`src/usb_irq_pkg.sv`:
```
/*
  Shared constants and types of the USB interrupt flag logic: register
  indices, field positions, reset values, timing counts and carriers.
  Assumes a single 40 MHz system clock and a byte-addressed Avalon-MM bus
  on which every register takes one aligned 32-bit word.
*/
package usb_irq_pkg;

  // ----------------------------------------------------------------------
  // timing
  // ----------------------------------------------------------------------
  localparam int CLK_FREQ_KHZ     = 40000;
  localparam int IDLE_TIME_US     = 3000;
  localparam int IDLE_CYCLES      = (IDLE_TIME_US * CLK_FREQ_KHZ + 999) / 1000;
  localparam int WAKE_SYNC_CYCLES = 4;
  localparam int LINE_WARM_CYCLES = 3;

  // ----------------------------------------------------------------------
  // register map (index, byte address is four times the index)
  // ----------------------------------------------------------------------
  localparam int         ADDR_W             = 14;
  localparam logic [11:0] IDX_STATUS_ENABLES = 12'hF36;
  localparam logic [11:0] IDX_ERROR_ENABLES  = 12'hF37;
  localparam logic [11:0] IDX_STATUS_FLAGS   = 12'hF62;
  localparam logic [11:0] IDX_ERROR_FLAGS    = 12'hF63;
  localparam logic [11:0] IDX_CONTROL        = 12'hF6D;

  // status flag and status enable fields
  localparam int ST_BUS_RESET   = 0;
  localparam int ST_ERR_SUMMARY = 1;
  localparam int ST_ACTIVITY    = 2;
  localparam int ST_TRANS_DONE  = 3;
  localparam int ST_IDLE        = 4;
  localparam int ST_STALL       = 5;
  localparam int ST_FRAME_START = 6;

  // error flag and error enable fields
  localparam int ER_PACKET_ID  = 0;
  localparam int ER_TOKEN_CRC  = 1;
  localparam int ER_DATA_CRC   = 2;
  localparam int ER_BYTE_COUNT = 3;
  localparam int ER_TURNAROUND = 4;
  localparam int ER_STUFFING   = 7;

  // control fields
  localparam int CTL_PLL_SOURCE = 0;
  localparam int CTL_SUSPEND    = 1;

  localparam logic [7:0] STATUS_IMPL_MASK = 8'h7F;
  localparam logic [7:0] STATUS_SW_MASK   = 8'h7D;
  localparam logic [7:0] ERROR_IMPL_MASK  = 8'h9F;
  localparam logic [7:0] CONTROL_MASK     = 8'h03;

  localparam logic [7:0] STATUS_FLAGS_RESET   = 8'h00;
  localparam logic [7:0] STATUS_ENABLES_RESET = 8'h00;
  localparam logic [7:0] ERROR_FLAGS_RESET    = 8'h00;
  localparam logic [7:0] ERROR_ENABLES_RESET  = 8'h00;
  localparam logic [7:0] CONTROL_RESET        = 8'h00;

  // ----------------------------------------------------------------------
  // types
  // ----------------------------------------------------------------------
  typedef enum logic [1:0] {PWR_SUSPENDED, PWR_WAIT_PLL, PWR_SYNC, PWR_RUN} pwr_t;

  typedef struct packed {
    logic bit_stuffing;
    logic turnaround;
    logic byte_count;
    logic data_crc;
    logic token_crc;
    logic packet_id;
  } err_evt_t;

  typedef struct packed {
    logic frame_start;
    logic stall_sent;
    logic transaction_done;
    logic bus_reset;
  } sts_evt_t;

  typedef struct packed {
    logic              read;
    logic              write;
    logic [ADDR_W-1:0] address;
    logic [31:0]       writedata;
    logic [3:0]        byteenable;
  } avs_req_t;

endpackage

```
`src/usb_idle_timer.sv`:
```
/*
  Idle timer: counts cycles with no line activity while the engine runs
  and gives one pulse when the bus has stayed idle for the full time.
  Assumes i_activity is already synchronised to the system clock.
*/
`timescale 1ns/1ps
module usb_idle_timer
  import usb_irq_pkg::*;
#(
  parameter int IDLE_COUNT = IDLE_CYCLES
) (
  input  wire logic i_clk_sys,
  input  wire logic i_resetn,
  input  wire logic i_run,
  input  wire logic i_activity,
  output logic      o_idle_pulse
);

  localparam int CNT_W = $clog2(IDLE_COUNT + 1);

  typedef struct packed {
    logic [CNT_W-1:0] count;
    logic             fired;
    logic             pulse;
  } idle_state_t;

  idle_state_t st;
  idle_state_t next_st;

  always_comb begin
    next_st       = st;
    next_st.pulse = 1'b0;
    if (!i_run || i_activity) begin
      next_st.count = '0;
      next_st.fired = 1'b0;
    end else if (!st.fired) begin
      if (st.count == CNT_W'(IDLE_COUNT - 1)) begin
        next_st.fired = 1'b1;
        next_st.pulse = 1'b1;
      end else begin
        next_st.count = st.count + CNT_W'(1);
      end
    end
  end

  always_ff @(posedge i_clk_sys or negedge i_resetn) begin
    if (!i_resetn) begin
      st <= '0;
    end else begin
      st <= next_st;
    end
  end

  assign o_idle_pulse = st.pulse;

endmodule

```
`src/usb_interrupt_flag_logic.sv`:
```
/*
  USB interrupt flag logic: status and error flags, their enables, the
  error summary, bus activity wake handling and the suspend sequencing,
  reached over an Avalon-MM slave with waitrequest.
  Assumes event pulses from the serial interface engine on the system
  clock, raw D+/D- and pll lock levels from outside the clock domain.
*/
// Register access over Avalon-MM was decided locally.
`timescale 1ns/1ps
module usb_interrupt_flag_logic
  import usb_irq_pkg::*;
#(
  parameter int IDLE_COUNT = IDLE_CYCLES
) (
  input  wire logic        i_clk_sys,
  input  wire logic        i_resetn,
  input  wire avs_req_t    i_avs,
  output logic      [31:0] o_avs_readdata,
  output logic             o_avs_waitrequest,
  input  wire logic        i_line_dp,
  input  wire logic        i_line_dm,
  input  wire logic        i_pll_locked,
  input  wire err_evt_t    i_err_evt,
  input  wire sts_evt_t    i_sts_evt,
  output logic             o_usb_irq,
  output logic             o_engine_run,
  output logic             o_token_reject,
  output logic             o_suspend
);

  // ----------------------------------------------------------------------
  // state
  // ----------------------------------------------------------------------
  typedef struct packed {
    logic       wait_req;
    logic [7:0] rdata;
    logic [7:0] sts_flags;
    logic [7:0] sts_en;
    logic [7:0] err_flags;
    logic [7:0] err_en;
    logic [7:0] ctl;
    pwr_t       pwr;
    logic [2:0] sync_cnt;
    logic [1:0] line_prev;
    logic [1:0] line_warm;
    logic       actv_armed;
    logic       engine_run;
    logic       irq;
    logic       token_reject;
  } flag_state_t;

  localparam flag_state_t STATE_RESET = '{
    wait_req:     1'b1,
    rdata:        8'h00,
    sts_flags:    STATUS_FLAGS_RESET,
    sts_en:       STATUS_ENABLES_RESET,
    err_flags:    ERROR_FLAGS_RESET,
    err_en:       ERROR_ENABLES_RESET,
    ctl:          CONTROL_RESET,
    pwr:          PWR_SYNC,
    sync_cnt:     3'h0,
    line_prev:    2'h0,
    line_warm:    2'h0,
    actv_armed:   1'b1,
    engine_run:   1'b0,
    irq:          1'b0,
    token_reject: 1'b0
  };

  flag_state_t st;
  flag_state_t next_st;

  // ----------------------------------------------------------------------
  // helpers
  // ----------------------------------------------------------------------
  function automatic logic [ADDR_W-1:0] reg_addr(input logic [11:0] idx);
    reg_addr = {idx, 2'b00};
  endfunction

  typedef enum {
    SEL_NONE,
    SEL_STS_EN,
    SEL_ERR_EN,
    SEL_STS_FLAGS,
    SEL_ERR_FLAGS,
    SEL_CTL
  } reg_sel_t;

  function automatic reg_sel_t decode_reg(input logic [ADDR_W-1:0] addr);
    reg_sel_t r;
    case (addr)
      reg_addr(IDX_STATUS_FLAGS):   r = SEL_STS_FLAGS;
      reg_addr(IDX_STATUS_ENABLES): r = SEL_STS_EN;
      reg_addr(IDX_ERROR_FLAGS):    r = SEL_ERR_FLAGS;
      reg_addr(IDX_ERROR_ENABLES):  r = SEL_ERR_EN;
      reg_addr(IDX_CONTROL):        r = SEL_CTL;
      default:                      r = SEL_NONE;
    endcase
    return r;
  endfunction

  function automatic logic [7:0] sts_to_byte(input sts_evt_t s);
    logic [7:0] b;
    b                 = 8'h00;
    b[ST_FRAME_START] = s.frame_start;
    b[ST_STALL]       = s.stall_sent;
    b[ST_TRANS_DONE]  = s.transaction_done;
    b[ST_BUS_RESET]   = s.bus_reset;
    return b;
  endfunction

  function automatic logic [7:0] err_to_byte(input err_evt_t e);
    logic [7:0] b;
    b                = 8'h00;
    b[ER_STUFFING]   = e.bit_stuffing;
    b[ER_TURNAROUND] = e.turnaround;
    b[ER_BYTE_COUNT] = e.byte_count;
    b[ER_DATA_CRC]   = e.data_crc;
    b[ER_TOKEN_CRC]  = e.token_crc;
    b[ER_PACKET_ID]  = e.packet_id;
    return b;
  endfunction

  // ----------------------------------------------------------------------
  // synchronisers and idle timer
  // ----------------------------------------------------------------------
  logic [2:0] pins_sync;
  logic       idle_pulse;
  logic       line_change;
  logic       pll_locked;

  usb_line_sync #(
    .WIDTH (3)
  ) u_sync (
    .i_clk_sys (i_clk_sys),
    .i_resetn  (i_resetn),
    .i_async   ({i_pll_locked, i_line_dp, i_line_dm}),
    .o_sync    (pins_sync)
  );

  assign pll_locked  = pins_sync[2];
  assign line_change = (st.line_warm == 2'(LINE_WARM_CYCLES))
                       && (pins_sync[1:0] != st.line_prev);

  usb_idle_timer #(
    .IDLE_COUNT (IDLE_COUNT)
  ) u_idle (
    .i_clk_sys    (i_clk_sys),
    .i_resetn     (i_resetn),
    .i_run        (st.engine_run),
    .i_activity   (line_change),
    .o_idle_pulse (idle_pulse)
  );

  // ----------------------------------------------------------------------
  // next state
  // ----------------------------------------------------------------------
  logic       hit;
  logic       do_wr;
  logic       run;
  logic       suspend;
  logic       pll_wait;
  logic [7:0] wdata;
  logic [7:0] sts_set;
  logic [7:0] err_set;
  reg_sel_t   sel;

  always_comb begin
    next_st   = st;
    run       = st.pwr == PWR_RUN;
    suspend   = st.ctl[CTL_SUSPEND];
    pll_wait  = st.ctl[CTL_PLL_SOURCE] && !pll_locked;
    wdata     = i_avs.writedata[7:0];
    hit       = (i_avs.read || i_avs.write) && st.wait_req;
    do_wr     = i_avs.write && !st.wait_req && i_avs.byteenable[0];
    sts_set   = 8'h00;
    err_set   = 8'h00;
    sel       = decode_reg(i_avs.address);

    // --------------------------------------------------------------------
    // bus slave: one wait cycle, then accept
    // --------------------------------------------------------------------
    next_st.wait_req = !hit;
    if (hit && i_avs.read) begin
      case (sel)
        SEL_STS_FLAGS: next_st.rdata = st.sts_flags;
        SEL_STS_EN:    next_st.rdata = st.sts_en;
        SEL_ERR_FLAGS: next_st.rdata = st.err_flags;
        SEL_ERR_EN:    next_st.rdata = st.err_en;
        SEL_CTL:       next_st.rdata = st.ctl;
        default:       next_st.rdata = 8'h00;
      endcase
    end

    // --------------------------------------------------------------------
    // power sequencing after suspend
    // --------------------------------------------------------------------
    next_st.line_prev = pins_sync[1:0];
    if (st.line_warm != 2'(LINE_WARM_CYCLES)) begin
      next_st.line_warm = st.line_warm + 2'h1;
    end
    case (st.pwr)
      PWR_SUSPENDED: begin
        next_st.sync_cnt = 3'h0;
        if (!suspend) begin
          next_st.pwr = pll_wait ? PWR_WAIT_PLL : PWR_SYNC;
        end
      end
      PWR_WAIT_PLL: begin
        if (suspend) begin
          next_st.pwr = PWR_SUSPENDED;
        end else if (!pll_wait) begin
          next_st.pwr = PWR_SYNC;
        end
      end
      PWR_SYNC: begin
        if (suspend) begin
          next_st.pwr = PWR_SUSPENDED;
        end else if (st.sync_cnt == 3'(WAKE_SYNC_CYCLES - 1)) begin
          next_st.pwr = PWR_RUN;
        end else begin
          next_st.sync_cnt = st.sync_cnt + 3'h1;
        end
      end
      PWR_RUN: begin
        next_st.sync_cnt = 3'h0;
        if (suspend) begin
          next_st.pwr = PWR_SUSPENDED;
        end else if (pll_wait) begin
          next_st.pwr = PWR_WAIT_PLL;
        end
      end
      default: begin
        next_st.pwr = PWR_SUSPENDED;
      end
    endcase
    next_st.engine_run = next_st.pwr == PWR_RUN;

    // --------------------------------------------------------------------
    // events: only activity, and an idle pulse due from the last running cycle, are seen while the engine is stopped
    // --------------------------------------------------------------------
    if (run) begin
      sts_set = sts_to_byte(i_sts_evt);
      err_set = err_to_byte(i_err_evt);
    end
    sts_set[ST_IDLE]     = idle_pulse;
    sts_set[ST_ACTIVITY] = line_change && st.actv_armed;
    next_st.token_reject = run && i_err_evt.token_crc;

    // --------------------------------------------------------------------
    // register writes, set wins over clear
    // --------------------------------------------------------------------
    if (do_wr) begin
      case (sel)
        SEL_STS_FLAGS: begin
          next_st.sts_flags = wdata & STATUS_SW_MASK;
          if (!run) begin
            next_st.sts_flags[ST_ACTIVITY] = st.sts_flags[ST_ACTIVITY];
          end else if (st.sts_flags[ST_ACTIVITY] && !wdata[ST_ACTIVITY]) begin
            next_st.actv_armed = 1'b0;
          end
        end
        SEL_STS_EN: begin
          next_st.sts_en = wdata & STATUS_IMPL_MASK;
        end
        SEL_ERR_FLAGS: begin
          next_st.err_flags = st.err_flags & wdata;
        end
        SEL_ERR_EN: begin
          next_st.err_en = wdata & ERROR_IMPL_MASK;
        end
        SEL_CTL: begin
          next_st.ctl = wdata & CONTROL_MASK;
        end
        default: begin
          next_st.ctl = st.ctl;
        end
      endcase
    end
    if (idle_pulse) begin
      next_st.actv_armed = 1'b1;
    end

    // --------------------------------------------------------------------
    // flag merge, error summary and interrupt
    // --------------------------------------------------------------------
    next_st.err_flags = (next_st.err_flags | err_set) & ERROR_IMPL_MASK;
    next_st.sts_flags = (next_st.sts_flags | sts_set) & STATUS_SW_MASK;
    next_st.sts_flags[ST_ERR_SUMMARY] = |(next_st.err_flags & next_st.err_en);
    next_st.irq = |(next_st.sts_flags & next_st.sts_en);
  end

  always_ff @(posedge i_clk_sys or negedge i_resetn) begin
    if (!i_resetn) begin
      st <= STATE_RESET;
    end else begin
      st <= next_st;
    end
  end

  // ----------------------------------------------------------------------
  // outputs
  // ----------------------------------------------------------------------
  assign o_avs_readdata    = {24'h000000, st.rdata};
  assign o_avs_waitrequest = st.wait_req;
  assign o_usb_irq         = st.irq;
  assign o_engine_run      = st.engine_run;
  assign o_token_reject    = st.token_reject;
  assign o_suspend         = st.ctl[CTL_SUSPEND];

endmodule

```
`src/usb_line_sync.sv`:
```
/*
  Two-stage synchroniser for levels entering the system clock domain.
  Assumes nothing of its inputs; only the second stage leaves the module.
*/
`timescale 1ns/1ps
module usb_line_sync
  import usb_irq_pkg::*;
#(
  parameter int WIDTH = 1
) (
  input  wire logic             i_clk_sys,
  input  wire logic             i_resetn,
  input  wire logic [WIDTH-1:0] i_async,
  output logic      [WIDTH-1:0] o_sync
);

  typedef struct packed {
    logic [WIDTH-1:0] stage1;
    logic [WIDTH-1:0] stage2;
  } sync_state_t;

  sync_state_t st;
  sync_state_t next_st;

  always_comb begin
    next_st        = st;
    next_st.stage1 = i_async;
    next_st.stage2 = st.stage1;
  end

  always_ff @(posedge i_clk_sys or negedge i_resetn) begin
    if (!i_resetn) begin
      st <= '0;
    end else begin
      st <= next_st;
    end
  end

  assign o_sync = st.stage2;

endmodule
```
`config.mk`:
```
export PLATFORM = sky130hd
export DESIGN_NAME = usb_interrupt_flag_logic
export DESIGN_NICKNAME = d
export VERILOG_FILES = /design/src/usb_irq_pkg.sv /design/src/usb_idle_timer.sv /design/src/usb_interrupt_flag_logic.sv /design/src/usb_line_sync.sv
export SDC_FILE = /design/constraint.sdc
export NUM_CORES = 1
export LEC_CHECK = 0
export CORE_UTILIZATION = 53
export CTS_BUF_LIST = sky130_fd_sc_hd__clkbuf_4 sky130_fd_sc_hd__clkbuf_8
export CTS_CLUSTER_SIZE = 10
export DETAILED_ROUTE_END_ITERATION = 8
export DONT_BUFFER_PORTS = 1
export GPL_ROUTABILITY_DRIVEN = 0
export PLACE_DENSITY = 0.65
export SLEW_MARGIN = 5
export SYNTH_ARGS = -nofsm -noshare
export SYNTH_HDL_FRONTEND = slang
export SYNTH_SLANG_ARGS = --single-unit
```
`constraint.sdc`:
```
create_clock -name i_clk_sys -period 2.7 [get_ports i_clk_sys]
set_input_delay 0.27 -clock i_clk_sys [delete_from_list [all_inputs] [get_ports i_clk_sys]]
set_output_delay 0.27 -clock i_clk_sys [all_outputs]
set_load 0.05 [all_outputs]
```
==> impl_metrics.toml <==
[grt]
antenna_found_initial = 0
grt_pass1_wl_um = 12200
grt_pass1_vias = 2538
grtUsageTotal_pct = 21.1
grt-ovfl-total = 0
grt_max_degree = 76

[route]
vias = 2633
antenna_left = 0
first_pass_iters = 4
drt_iter0_drc = 189
routed_wl_um = 7430
drc_errors = 0
post_drt_wl_per_cell_um = 15.4
routed_via_density = 5.47

[floorplan]
dieArea_um2 = 7640
start_util_pct = 56.0
pin_count = 104
core_um2 = 6910
die_h_um = 87.4
rows = 30
die_w_um = 87.4

[critical_path]
path_delay_family = "simple AND/OR/NAND/NOR gates"
worstPathArrival_ns = 2.56
crit_required_ns = 2.91
cp_slowest_cell = "nor2_1"
cp.buffers_inverters = 0
worstPathMaxFanout = 7
crit_chain = "ha_1, and4_1, a41oi_2, nand4_1, nor2_1, nand4_1, xor2_1, nor2_1"
crit_path_max_incr_delay_ns = 0.42
critPathCaptureType = "register"
path_class = "register to register"
startpoint = "u_idle.st[2]"
rr_startpoint = "u_idle.st[2]"
start_kind = "register"

[layout]
final_core_util_pct = 60.6
area_delta_synth_final_pct = 8.25
drive_above_1_share_pct = 14.8
final_area_um2 = 4190
final_cell_mix = "72 x dfrtp_1, 46 x nand2_1, 28 x nor2_1"
nNetsFinal = 455
antenna_cells = 0
fillers = 592
final_common_cell = "dfrtp_1"
multi_input_area_um2 = 1750
area.sequential_um2 = 1880

[yosys]
ys_seq_area_share_pct = 48.6
synthTopCellsByArea = "dfrtp_1 47%, buf_4 6.4%, nand2_1 4.5%"
netlist_area_um2 = 3870
yosysTopAreaCell = "dfrtp_1"
ys_ff_latch = 75
syn-instance-count = 372
ys_warn_count = 0
synth_edf_count = 0
synthArstFlopShare_pct = 100
yosysTopAreaCellShare_pct = 46.6
syn_avg_cell_area_um2 = 10.4
ys_dominant_reg_cell = "dfrtp_1"
synth_cell_type_count = 52

[power]
power.leakage_nw = 1.93
max-vdd-ir-drop_uv = 301
power_density_nw_per_um2 = 654

[timing]
final.setup.tns_ns = 0
finalClockSkew_ns = 0.00953
final-hold-violation-count = 0
rsz0062_at_grt = "false"
slew_viol_final = 0
max_freq_ghz = 0.426
layout_setup_ws_ns = 0.354
tightest_slew_ns = 0.679
fin_crit_ns = 2.35
period_share_pct = 86.9
finalSetupViolCount = 0
relSlewSlack_pct = 54.8

[placed_design]
numPortBuffers = 0
pre_cts_ws_ns = 0.372
dpl.hpwl_um = 5200
place_area_um2 = 3850

[clocking]
clock_path_buffers = 2
numClockSinks = 75
cts_max_level = 3
clk_pin_slew_ns = 0.08
cts_root_buf = "clkbuf_8"
cts_tree = "yes"
cts_setup_buffers = 0
numCtsBuffers = 9
insertion_delay_ns = 0.35

[status]
status = "finished, final reports clean"

[flow_run]
drv_cap = 0

[min_path]
hp-start = "i_avs[9]"
min_path_type = "input port to register"
-- cell usage after synthesis, types with 2 or more instances --
cell type and n:
xnor2_1 5, mux2_2 14, nor4_4 2, buf_2 3
a221o_2 2, a22oi_1 6, nand4bb_1 2, and2_1 5
o22ai_1 12, and3_1 3, nor3_1 3, and4_1 2
dfstp_2 3, nand3b_1 3, nand2_1 46, or4b_4 2
nor4_2 2, nand2b_1 4, a21oi_1 9, clkbuf_1 4
or3_1 2, mux2i_1 2, nand3_1 14, inv_1 12
a222oi_1 3, nor4bb_1 2, xor2_1 12, ha_1 8
buf_4 33, nand4b_1 2, a22o_1 13, nand4_1 6
o21ai_0 13, nand2_2 2, dfrtp_1 72, nor2_1 28
-- worst reg2reg max path, delay by kind of cell, from the launching register on --
family                   cells  cell delay [ns]
flip-flops                   1             0.41
AO/OA/AOI/OAI                1             0.32
AND/OR/NAND/NOR              5             1.08
adder cells (fa/ha/maj)      1             0.24
XOR/XNOR                     1             0.15
-- final cells by class --
type,count,share of cell area [%]
repair buffers,14,3.35
clock buffers,10,3.29
clock inverters,6,2.69
well taps,96,2.87
flip-flops and latches,75,44.9
inverters,12,1.08
multi-input cells,268,41.8
-- power breakdown --
part	total (W)	switching, W	internal, W
registers	0.00126	0.0000661	0.00119
logic	0.000414	0.000287	0.000127
clock network	0.00107	0.000428	0.000641
-- sequential cells by signal, summed over array words and instances, names as in the netlist --
name                 flops
u_sync.o_sync            3
st                      37
u_idle.o_idle_pulse      1
o_avs_waitrequest        1
o_suspend                1
o_engine_run             1
u_sync.next_st           3
o_usb_irq                1
o_token_reject           1
o_avs_readdata           8
u_idle.st               18
-- cell families after synthesis --
| logic type | count (synthesis) | share of synthesized area (%) |
|---|---|---|
| XOR/XNOR | 17 | 3.85 |
| flip-flops | 75 | 48.6 |
| AND/OR/NAND/NOR | 138 | 19.9 |
| other | 1 | 0.0969 |
| adder cells (fa/ha/maj) | 8 | 2.59 |
| multiplexers | 17 | 4.88 |
| AO/OA/AOI/OAI | 64 | 11.7 |
| buffers and inverters | 52 | 8.34 |
-- metal layers --
metal	wire length, µm	track usage, %
met1	3370	26.6
met2	3580	34.7
met3	313	4.45
met4	161	9.69
met5	0	0
-- metrics by stage --
step	instances	power, W	hold WS (ns)
4_1_cts	481	0.00276	0.0527
5_1_grt	481	0.00288	0.0489
2_1_floorplan	395	0.00162	-0.0256
6_report	481	0.00274	0.0650
3_3_place_gp	458	0.00165	-0.0240
3_5_place_dp	458	0.00166	-0.0239
-- final timing paths --
kind / slack [ns] / depth (start not counted) / endpoint
setup / recovery: 0.35 / 8 / u_idle.st[17]
hold / removal: 0.07 / 2 / st[50]
setup reg to reg: 0.35 / 8 / u_idle.st[17]
hold reg to reg: 0.35 / 0 / u_sync.o_sync[2]
max in group asynchronous: 1.88 / 2 / st[3]
min in group asynchronous: 0.47 / 2 / o_avs_readdata[2]
-- repair_timing --
action                                 CTS  global route
resized for setup                        0             0
hold buffers                             7             0
endpoints found under the hold margin   79             0
(Power assumes the default switching activity.)
